[config.mk]
export PLATFORM = sky130hd
export DESIGN_NAME = lpa_alarm_status
export DESIGN_NICKNAME = d
export VERILOG_FILES = /design/src/hdl/lpa_pkg.sv /design/src/hdl/lpa_alarm_status.sv /design/src/hdl/lpa_chan.sv
export VERILOG_INCLUDE_DIRS = /design/src /design/src/hdl
export SDC_FILE = /design/constraint.sdc
export NUM_CORES = 1
export LEC_CHECK = 0
export ABC_AREA = 1
export ABC_CLOCK_PERIOD_IN_PS = 1600
export BUFFER_PORTS_ARGS = -buffer_cell sky130_fd_sc_hd__buf_2
export CAP_MARGIN = 0
export CORE_UTILIZATION = 37
export CTS_CLUSTER_SIZE = 24
export DETAILED_ROUTE_END_ITERATION = 12
export PLACE_DENSITY = 0.61
export SLEW_MARGIN = 20
export SYNTH_ARGS = -nofsm -noshare
export SYNTH_HDL_FRONTEND = slang
export SYNTH_HIERARCHICAL = 1
export SYNTH_SLANG_ARGS = --single-unit
[constraint.sdc]
create_clock -name clk -period 1.6 [get_ports clk]
set_input_delay 0.32 -clock clk [delete_from_list [all_inputs] [get_ports clk]]
set_output_delay 0.32 -clock clk [all_outputs]
set_load 0.02 [all_outputs]
[src/hdl/lpa_regs.svh]
// Purpose: register map and timing constants of the channel alarm status block
// Assumes: three channels, one status byte each, word-aligned on the bus
// Notes: included by the design modules
`ifndef LPA_REGS_SVH
`define LPA_REGS_SVH

// ==========================================================
// register indices and reset value (byte address is four times the index)
`define LPA_ALARM_CH0_IDX  8'h03
`define LPA_ALARM_CH1_IDX  8'h0b
`define LPA_ALARM_CH2_IDX  8'h13
`define LPA_ALARM_RESET    8'h00

// ==========================================================
// alarm status byte fields
`define LPA_BIT_TXDMO      0
`define LPA_BIT_LOS        1
`define LPA_BIT_LOL        2
`define LPA_BIT_FL         3
`define LPA_BIT_ALOS       4
`define LPA_BIT_DLOS       5
`define LPA_BIT_PLOSS      6
`define LPA_BIT_UNUSED     7

// ==========================================================
// detector counts (zero run and windows in bit periods, density in percent)
`define LPA_DLOS_ZEROS     160
`define LPA_DENS_WINDOW    32
`define LPA_DENS_PCT       33
`define LPA_PAT_WINDOW     64
`define LPA_PAT_BAD_ERRS   16
`define LPA_PAT_GOOD_ERRS  1

`endif

[src/hdl/lpa_pkg.sv]
// Purpose: shared types of the channel alarm status block
// Assumes: nothing beyond the register header
// Notes: holds the types only
package lpa_pkg;
	typedef enum logic [1:0] {
		LPA_BUS_IDLE,
		LPA_BUS_ANSWER
	} lpa_bus_st_t;
endpackage : lpa_pkg

[src/hdl/lpa_alarm_status.sv]
// Purpose: three-channel receive alarm status with an Avalon-MM register slave
// Assumes: word-aligned byte addresses; registers answer one cycle after request
// Notes: all status bytes read-only; unmapped reads return zero
`timescale 1ns/1ps
`include "lpa_regs.svh"
module lpa_alarm_status
	import lpa_pkg::*;
#(
	parameter int NCH        = 3,
	parameter int DLOS_ZEROS = `LPA_DLOS_ZEROS,
	parameter int DENS_WIN   = `LPA_DENS_WINDOW,
	parameter int PAT_WIN    = `LPA_PAT_WINDOW
) (
	input  wire logic            clk,
	input  wire logic            rst,
	input  wire logic [9:0]      avs_address,
	input  wire logic            avs_read,
	input  wire logic            avs_write,
	input  wire logic [31:0]     avs_writedata,
	input  wire logic [3:0]      avs_byteenable,
	output logic      [31:0]     avs_readdata,
	output logic                 avs_waitrequest,
	input  wire logic [NCH-1:0]  rx_bit_en,
	input  wire logic [NCH-1:0]  rx_bit,
	input  wire logic [NCH-1:0]  analog_los,
	input  wire logic [NCH-1:0]  chk_en,
	input  wire logic [NCH-1:0]  tx_dmo,
	input  wire logic [NCH-1:0]  rx_lol,
	input  wire logic [NCH-1:0]  fifo_limit,
	output logic      [NCH-1:0]  los_out
);
	logic [NCH-1:0] dlos, ploss;
	logic [7:0]     stat [NCH];
	lpa_bus_st_t    st_q, st_d;
	logic [31:0]    rdata_d;

	function automatic int chan_of(input logic [9:0] adr);
		unique case (adr[9:2])
			`LPA_ALARM_CH0_IDX: chan_of = 0;
			`LPA_ALARM_CH1_IDX: chan_of = 1;
			`LPA_ALARM_CH2_IDX: chan_of = 2;
			default:            chan_of = -1;
		endcase
	endfunction : chan_of

	// ==========================================================
	// per-channel detectors and status bytes
	for (genvar c = 0; c < NCH; c++) begin : g_ch
		lpa_chan #(
			.DLOS_ZEROS (DLOS_ZEROS),
			.DENS_WIN   (DENS_WIN),
			.PAT_WIN    (PAT_WIN)
		) u_chan (
			.clk          (clk),
			.rst          (rst),
			.rx_bit_en    (rx_bit_en[c]),
			.rx_bit       (rx_bit[c]),
			.chk_en       (chk_en[c]),
			.dlos_q       (dlos[c]),
			.plock_loss_q (ploss[c])
		);
		assign los_out[c] = analog_los[c] | dlos[c];
		always_comb begin
			stat[c] = `LPA_ALARM_RESET;
			stat[c][`LPA_BIT_UNUSED] = 1'b0;
			stat[c][`LPA_BIT_PLOSS]  = ploss[c];
			stat[c][`LPA_BIT_DLOS]   = dlos[c];
			stat[c][`LPA_BIT_ALOS]   = analog_los[c];
			stat[c][`LPA_BIT_FL]     = fifo_limit[c];
			stat[c][`LPA_BIT_LOL]    = rx_lol[c];
			stat[c][`LPA_BIT_LOS]    = los_out[c];
			stat[c][`LPA_BIT_TXDMO]  = tx_dmo[c];
		end
	end

	// ==========================================================
	// avalon slave: one wait cycle, then answer
	assign avs_waitrequest = (avs_read | avs_write) && st_q == LPA_BUS_IDLE;

	always_comb begin
		int ch;
		ch      = chan_of(avs_address);
		st_d    = LPA_BUS_IDLE;
		rdata_d = avs_readdata;
		unique case (st_q)
			LPA_BUS_IDLE: begin
				if (avs_read || avs_write)
					st_d = LPA_BUS_ANSWER;
				if (avs_read)
					rdata_d = (ch >= 0 && ch < NCH) ? {24'h000000, stat[ch]} : 32'h00000000;
			end
			LPA_BUS_ANSWER: begin
				st_d = LPA_BUS_IDLE;
			end
		endcase
	end

	always_ff @(posedge clk or posedge rst) begin
		if (rst) begin
			st_q         <= LPA_BUS_IDLE;
			avs_readdata <= 32'h00000000;
		end else begin
			st_q         <= st_d;
			avs_readdata <= rdata_d;
		end
	end

	// ==========================================================
	// checks
	bus_answer_a: assert property (@(posedge clk) disable iff (rst)
		(avs_read && st_q == LPA_BUS_IDLE) |=> !avs_waitrequest)
		else $error("read not answered after one wait cycle");
	los_or_a: assert property (@(posedge clk) disable iff (rst)
		los_out == (analog_los | dlos))
		else $error("signal loss is not the or of both detectors");
	ch0_read_a: assert property (@(posedge clk) disable iff (rst)
		(avs_read && st_q == LPA_BUS_IDLE && avs_address[9:2] == `LPA_ALARM_CH0_IDX)
		|=> avs_readdata[`LPA_BIT_LOS] == $past(los_out[0])
		&& avs_readdata[`LPA_BIT_PLOSS] == $past(ploss[0])
		&& avs_readdata[31:7] == '0)
		else $error("channel 0 status read wrong");
	rd_cover_c: cover property (@(posedge clk) disable iff (rst) avs_read && !avs_waitrequest);
	wr_cover_c: cover property (@(posedge clk) disable iff (rst) avs_write && !avs_waitrequest);
endmodule : lpa_alarm_status

[src/hdl/lpa_chan.sv]
// Purpose: one channel's digital signal-loss detector and pattern-lock monitor
// Assumes: one received bit per rx_bit_en pulse; inputs synchronous to clk
// Notes: pattern is the 2^15-1 sequence x^15+x^14+1, checker self-seeds
//
// Our own choices: the placing of the registers and the Avalon-MM register port.
`timescale 1ns/1ps
`include "lpa_regs.svh"
module lpa_chan
	import lpa_pkg::*;
#(
	parameter int DLOS_ZEROS = `LPA_DLOS_ZEROS,
	parameter int DENS_WIN   = `LPA_DENS_WINDOW,
	parameter int PAT_WIN    = `LPA_PAT_WINDOW
) (
	input  wire logic clk,
	input  wire logic rst,
	input  wire logic rx_bit_en,
	input  wire logic rx_bit,
	input  wire logic chk_en,
	output logic      dlos_q,
	output logic      plock_loss_q
);
	localparam int ZW = $clog2(DLOS_ZEROS + 1);
	localparam int DW = $clog2(DENS_WIN + 1);
	localparam int PW = $clog2(PAT_WIN + 1);
	localparam logic [DW-1:0] DENS_NEED =
		DW'((DENS_WIN * `LPA_DENS_PCT + 99) / 100);

	logic [ZW-1:0] zeros_q, zeros_d;
	logic [DW-1:0] wcnt_q, wcnt_d, ones_q, ones_d;
	logic          dlos_d;
	logic [14:0]   prbs_q, prbs_d;
	logic [PW-1:0] pcnt_q, pcnt_d, errs_q, errs_d;
	logic          ploss_d;
	logic          exp_bit;

	// ==========================================================
	// digital signal-loss detector
	always_comb begin
		zeros_d = zeros_q;
		wcnt_d  = wcnt_q;
		ones_d  = ones_q;
		dlos_d  = dlos_q;
		if (rx_bit_en) begin
			zeros_d = rx_bit ? '0 : (zeros_q == ZW'(DLOS_ZEROS) ? zeros_q : zeros_q + 1'b1);
			if (!rx_bit && zeros_q == ZW'(DLOS_ZEROS - 1))
				dlos_d = 1'b1;
			ones_d = ones_q + DW'(rx_bit);
			wcnt_d = wcnt_q + 1'b1;
			if (wcnt_q == DW'(DENS_WIN - 1)) begin
				if (ones_d >= DENS_NEED)
					dlos_d = 1'b0;
				wcnt_d = '0;
				ones_d = '0;
			end
		end
	end

	always_ff @(posedge clk or posedge rst) begin
		if (rst) begin
			zeros_q <= '0;
			wcnt_q  <= '0;
			ones_q  <= '0;
			dlos_q  <= 1'b0;
		end else begin
			zeros_q <= zeros_d;
			wcnt_q  <= wcnt_d;
			ones_q  <= ones_d;
			dlos_q  <= dlos_d;
		end
	end

	// ==========================================================
	// pattern-lock monitor
	assign exp_bit = prbs_q[14] ^ prbs_q[13];

	always_comb begin
		prbs_d  = prbs_q;
		pcnt_d  = pcnt_q;
		errs_d  = errs_q;
		ploss_d = plock_loss_q;
		if (!chk_en) begin
			pcnt_d = '0;
			errs_d = '0;
		end else if (rx_bit_en) begin
			// while unlocked reload from the line so the checker can re-seed
			prbs_d = {prbs_q[13:0], plock_loss_q ? rx_bit : exp_bit};
			errs_d = errs_q + PW'(rx_bit != exp_bit);
			pcnt_d = pcnt_q + 1'b1;
			if (pcnt_q == PW'(PAT_WIN - 1)) begin
				if (errs_d >= PW'(`LPA_PAT_BAD_ERRS))
					ploss_d = 1'b1;
				else if (errs_d <= PW'(`LPA_PAT_GOOD_ERRS))
					ploss_d = 1'b0;
				pcnt_d = '0;
				errs_d = '0;
			end
		end
	end

	always_ff @(posedge clk or posedge rst) begin
		if (rst) begin
			prbs_q       <= '0;
			pcnt_q       <= '0;
			errs_q       <= '0;
			plock_loss_q <= 1'b0;
		end else begin
			prbs_q       <= prbs_d;
			pcnt_q       <= pcnt_d;
			errs_q       <= errs_d;
			plock_loss_q <= ploss_d;
		end
	end

	// ==========================================================
	// checks
	dlos_declare_a: assert property (@(posedge clk) disable iff (rst)
		(rx_bit_en && !rx_bit && zeros_q == ZW'(DLOS_ZEROS - 1)) |=> dlos_q)
		else $error("digital signal loss not declared after zero run");
	dlos_hold_a: assert property (@(posedge clk) disable iff (rst)
		(!dlos_q ##1 dlos_q) |-> $past(rx_bit_en) && !$past(rx_bit))
		else $error("digital signal loss declared without a missing pulse");
	dlos_clear_a: assert property (@(posedge clk) disable iff (rst)
		(dlos_q ##1 !dlos_q) |-> $past(wcnt_q) == DW'(DENS_WIN - 1))
		else $error("digital signal loss cleared outside a density window end");
	plock_idle_a: assert property (@(posedge clk) disable iff (rst)
		!chk_en |=> $stable(plock_loss_q))
		else $error("pattern lock changed with checker off");
	plock_change_a: assert property (@(posedge clk) disable iff (rst)
		$changed(plock_loss_q) |-> $past(pcnt_q) == PW'(PAT_WIN - 1))
		else $error("pattern lock changed outside window end");
	dlos_seen_c: cover property (@(posedge clk) disable iff (rst) !dlos_q ##1 dlos_q);
	dlos_gone_c: cover property (@(posedge clk) disable iff (rst) dlos_q ##1 !dlos_q);
	plock_back_c: cover property (@(posedge clk) disable iff (rst) plock_loss_q ##1 !plock_loss_q);
endmodule : lpa_chan

==> impl_summary.log <==
INFO  metric cts.sink_count = between 150 and 200
INFO  metric timing.critical_path.required = roughly 2.0 ns
INFO  metric swShare = 0.2849
INFO  metric number_of_antenna_violations_at_the_first_check_in_global_routing = 1
INFO  metric met3_wirelength = between 600 and 700 um
INFO  metric power.leakage = just over 5 nW
INFO  metric drt_drc_violations_left = 0
INFO  metric grt_pass1_vias = 6285
INFO  metric post_synth_inst_count = approximately 1000
INFO  metric post_synth_instance_area = approximately 8600 um^2
INFO  metric overflow = 0
INFO  metric drive_above_1_share = 0.2062
INFO  metric tritoncts = done
INFO  metric nets = 1217
INFO  metric detail_route.wl_per_cell = 12.77 um
INFO  metric drtAntennaViolNets = 0
INFO  metric post-route-min-period = between 1.5 and 2 ns
INFO  metric detailedPlacementHpwl = 12.46 mm
INFO  metric finalHoldWorstSlack = ~0.15 ns
INFO  metric class_of_the_tightest_hold_or_removal_check = in -> reg
INFO  metric power.sequential.fraction = 0.442
INFO  metric drt_first_iter_violations = ~360
INFO  metric clock_path_buffers = 2
INFO  metric path_max_fanout = 2
INFO  metric synth.lib_cells_used.distinct = 38
INFO  metric grt_first_pass_wirelength = between 30 and 40 mm
INFO  metric chipHeight = around 150 um
INFO  metric clockPowerShare = 0.376
INFO  metric numCtsBuffers = 17
INFO  metric viasPerCell = about 4.7
INFO  metric num_vias = around 6700
INFO  metric slew_viol_final = 0
INFO  metric diodes = 0
INFO  metric rsz0062_at_grt = yes
INFO  metric clkLatencyLatePin = between 0.4 and 0.5 ns
INFO  metric filler_cell_count = roughly 2100
INFO  metric finalSetupViolCount = 18
INFO  metric multiInputGateArea = about 4100 um^2
INFO  metric start_util = 0.3777
INFO  metric htreeDepth = 4
INFO  metric ir_drop = around 0.64 mV
INFO  metric syn-mean-instance-area = 8.270 um^2
INFO  metric fin_skew = ~0.0073 ns
INFO  metric critical_path.startpoint_type = register
INFO  metric crit_type = reg -> reg
INFO  metric max_cap_violations = 0
INFO  metric routed-wl-met2 = about 8.6 mm
INFO  metric fmaxAchievable = around 520 MHz
INFO  metric grt_max_degree = 52
INFO  metric floorplan.rows = 55
INFO  metric grtUsageTotal = 0.1588
INFO  metric timing.critical_path.to_type = register
INFO  metric data_arrival_time_of_the_critical_path = between 2 and 2.5 ns
INFO  metric area.growth.synth_to_final = 20.05%
INFO  metric layout.cells.most_common_list = nand2_1, dfrtp_1, inv_1
INFO  metric cellInternalPower = about 8.7 mW
INFO  metric layout_commonest_cell = nand2_1
INFO  metric pin_count = around 110
INFO  metric violations = setup timing
INFO  metric hold_viol = 0
INFO  metric synth.yosys.warnings = 6
INFO  metric number_of_buffers_inserted_by_port_buffering = 43
INFO  metric power.share.combinational = 0.183
INFO  metric run_status = finished with violations
INFO  metric total_iterations_of_the_first_detailed_routing_run = 4
INFO  metric setup_slack = -0.3135 ns
INFO  metric power.net_switching = between 3 and 4 mW
INFO  metric gpl.final_weighted_congestion = slightly above 0.8
INFO  metric die_area = 23720 um^2
INFO  metric power_per_cell_area = roughly 1200 nW/um^2
INFO  metric pre_cts_slack = -0.2152 ns
INFO  metric yosys_register_bits = 161
INFO  metric cts_root_buf = clkbuf_16
INFO  metric detail_route.wirelength.met1 = 8.635 mm
INFO  metric fin_setup_tns = -2.876 ns
INFO  metric cts.reportedPaths.clkPinSlew = about 0.060 ns
INFO  metric die_w = roughly 150 um
INFO  metric sequential_cell_area = roughly 4000 um^2
INFO  metric design.core.area = roughly 23000 um^2
INFO  metric drt-total-wl = between 15 and 20 mm
INFO  metric final_util = 0.4534
INFO  metric highest_layer = met5
INFO  metric timing.final.crit_share = 1.196
INFO  metric synth_seq_area_share = 0.4712
==> path summary, 6_finish.rpt <==
check | start | endpoint | slack (ns) | depth (start not counted)
max | g_ch[2].u_chan/prbs_q[14] | g_ch[2].u_chan/plock_loss_q | -0.31 | 12
min | avs_write | st_q[0] | 0.15 | 3
max reg2reg | g_ch[2].u_chan/prbs_q[14] | g_ch[2].u_chan/plock_loss_q | -0.31 | 12
min reg2reg | st_q[0] | st_q[0] | 0.45 | 1
max in group asynchronous | rst | g_ch[0].u_chan/errs_q[5] | 0.57 | 4
min in group asynchronous | rst | avs_readdata[3] | 0.50 | 3
==> power groups by stage <==
stage               logic (mW)  clock network [mW]  registers, mW
floorplan                 1.69                   0           5.27
global placement          2.07                   0           5.38
detailed placement        2.12                   0           5.39
CTS                       2.16                4.68           5.33
global route              2.59                4.84           5.45
finish                    2.21                4.55           5.35
==> per-layer routing <==
metal / vias to the layer above / track usage
met1: 3175 / 0.2114
met5: - / 0
li1: 3420 / -
met2: 103 / 0.2565
met4: 2 / 0.04905
met3: 17 / 0.03636
==> state kept, by name, indices dropped and copies added, names as in the netlist, 7 cells and up <==
name and cells:
g_ch.u_chan/pcnt_q 21, g_ch.u_chan/wcnt_q 18, g_ch.u_chan/ones_q 18, g_ch.u_chan/zeros_q 24, g_ch.u_chan/prbs_q 45, avs_readdata 7, g_ch.u_chan/errs_q 21
==> Yosys cell counts <==
master	count	area, um^2
or2_2	3	18.77
o21ai_2	4	35.03
xnor2_1	12	105.1
clkinv_2	1	5.000
clkinv_1	3	11.26
and2_1	3	18.77
a31oi_1	2	12.51
buf_2	9	45.04
nor2_1	62	232.7
nand3_1	85	425.4
nand4_1	15	93.84
nand2_4	10	112.6
a21oi_1	16	80.08
buf_4	29	217.7
inv_2	15	56.30
o22ai_1	27	168.9
o21bai_1	1	7.510
conb_1	1	3.750
nand3b_4	1	20.02
nor3_1	7	35.03
o21ai_1	9	45.04
inv_1	122	457.9
nand2_2	7	43.79
inv_4	2	12.51
buf_6	1	11.26
nand3_2	12	120.1
o21ai_0	70	350.3
nor2_8	2	40.04
ha_1	24	300.3
a21oi_2	2	17.52
nand3b_1	2	15.01
nand2_1	262	983.4
dfrtp_1	161	4029
nor2_4	2	22.52
xor2_1	33	289.0
a21o_1	3	22.52
clkbuf_1	1	3.750
nor2_2	13	81.33
==> repair_timing <==
action / 4_1_cts / 5_1_grt
endpoints found under the hold margin: 41 / 0
resized for setup: 31 / 26
pin swaps: 22 / 25
buffers inserted: 5 / 6
endpoints found under the setup margin: 21 / 23
hold buffers: 1 / 0
==> cells by family (layout without fill, tap and decap cells) <==
logic type,count (synthesis),count (layout),synth area share
simple gates,486,486,0.2647
buf+inv,183,260,0.09599
fa+ha+maj,24,24,0.03512
other cells,1,25,0.0004386
flops,161,161,0.4712
compound gates,134,134,0.08648
xor+xnor,45,45,0.04609
==> metrics by stage <==
stage,power (mW),area (um^2),instances
after floorplan,6.956,8716,1058
after global placement,7.449,9273,1376
after detailed placement,7.502,9273,1376
after CTS,12.17,10080,1414
after global routing,12.88,10260,1420
final,12.11,10260,1420
==> worst max-delay path, cell delays in order (launching register included) <==
cell     delay (ns)
dfrtp_1        0.41
xor2_2         0.19
xor2_1         0.18
inv_1          0.09
ha_4           0.18
buf_6          0.11
nand3_4        0.08
buf_6          0.10
xor2_1         0.21
inv_1          0.12
nand3_1        0.09
nand2_1        0.05
nand2_1        0.06
==> final cells by class <==
type	count	share of cell area
sequential	161	0.3926
inverter	143	0.05290
timing repair buffer	85	0.05851
clock buffer	22	0.04717
multi-input combinational	714	0.3966
clock inverter	10	0.01743
tap	285	0.03474
(Power assumes the default switching activity.)
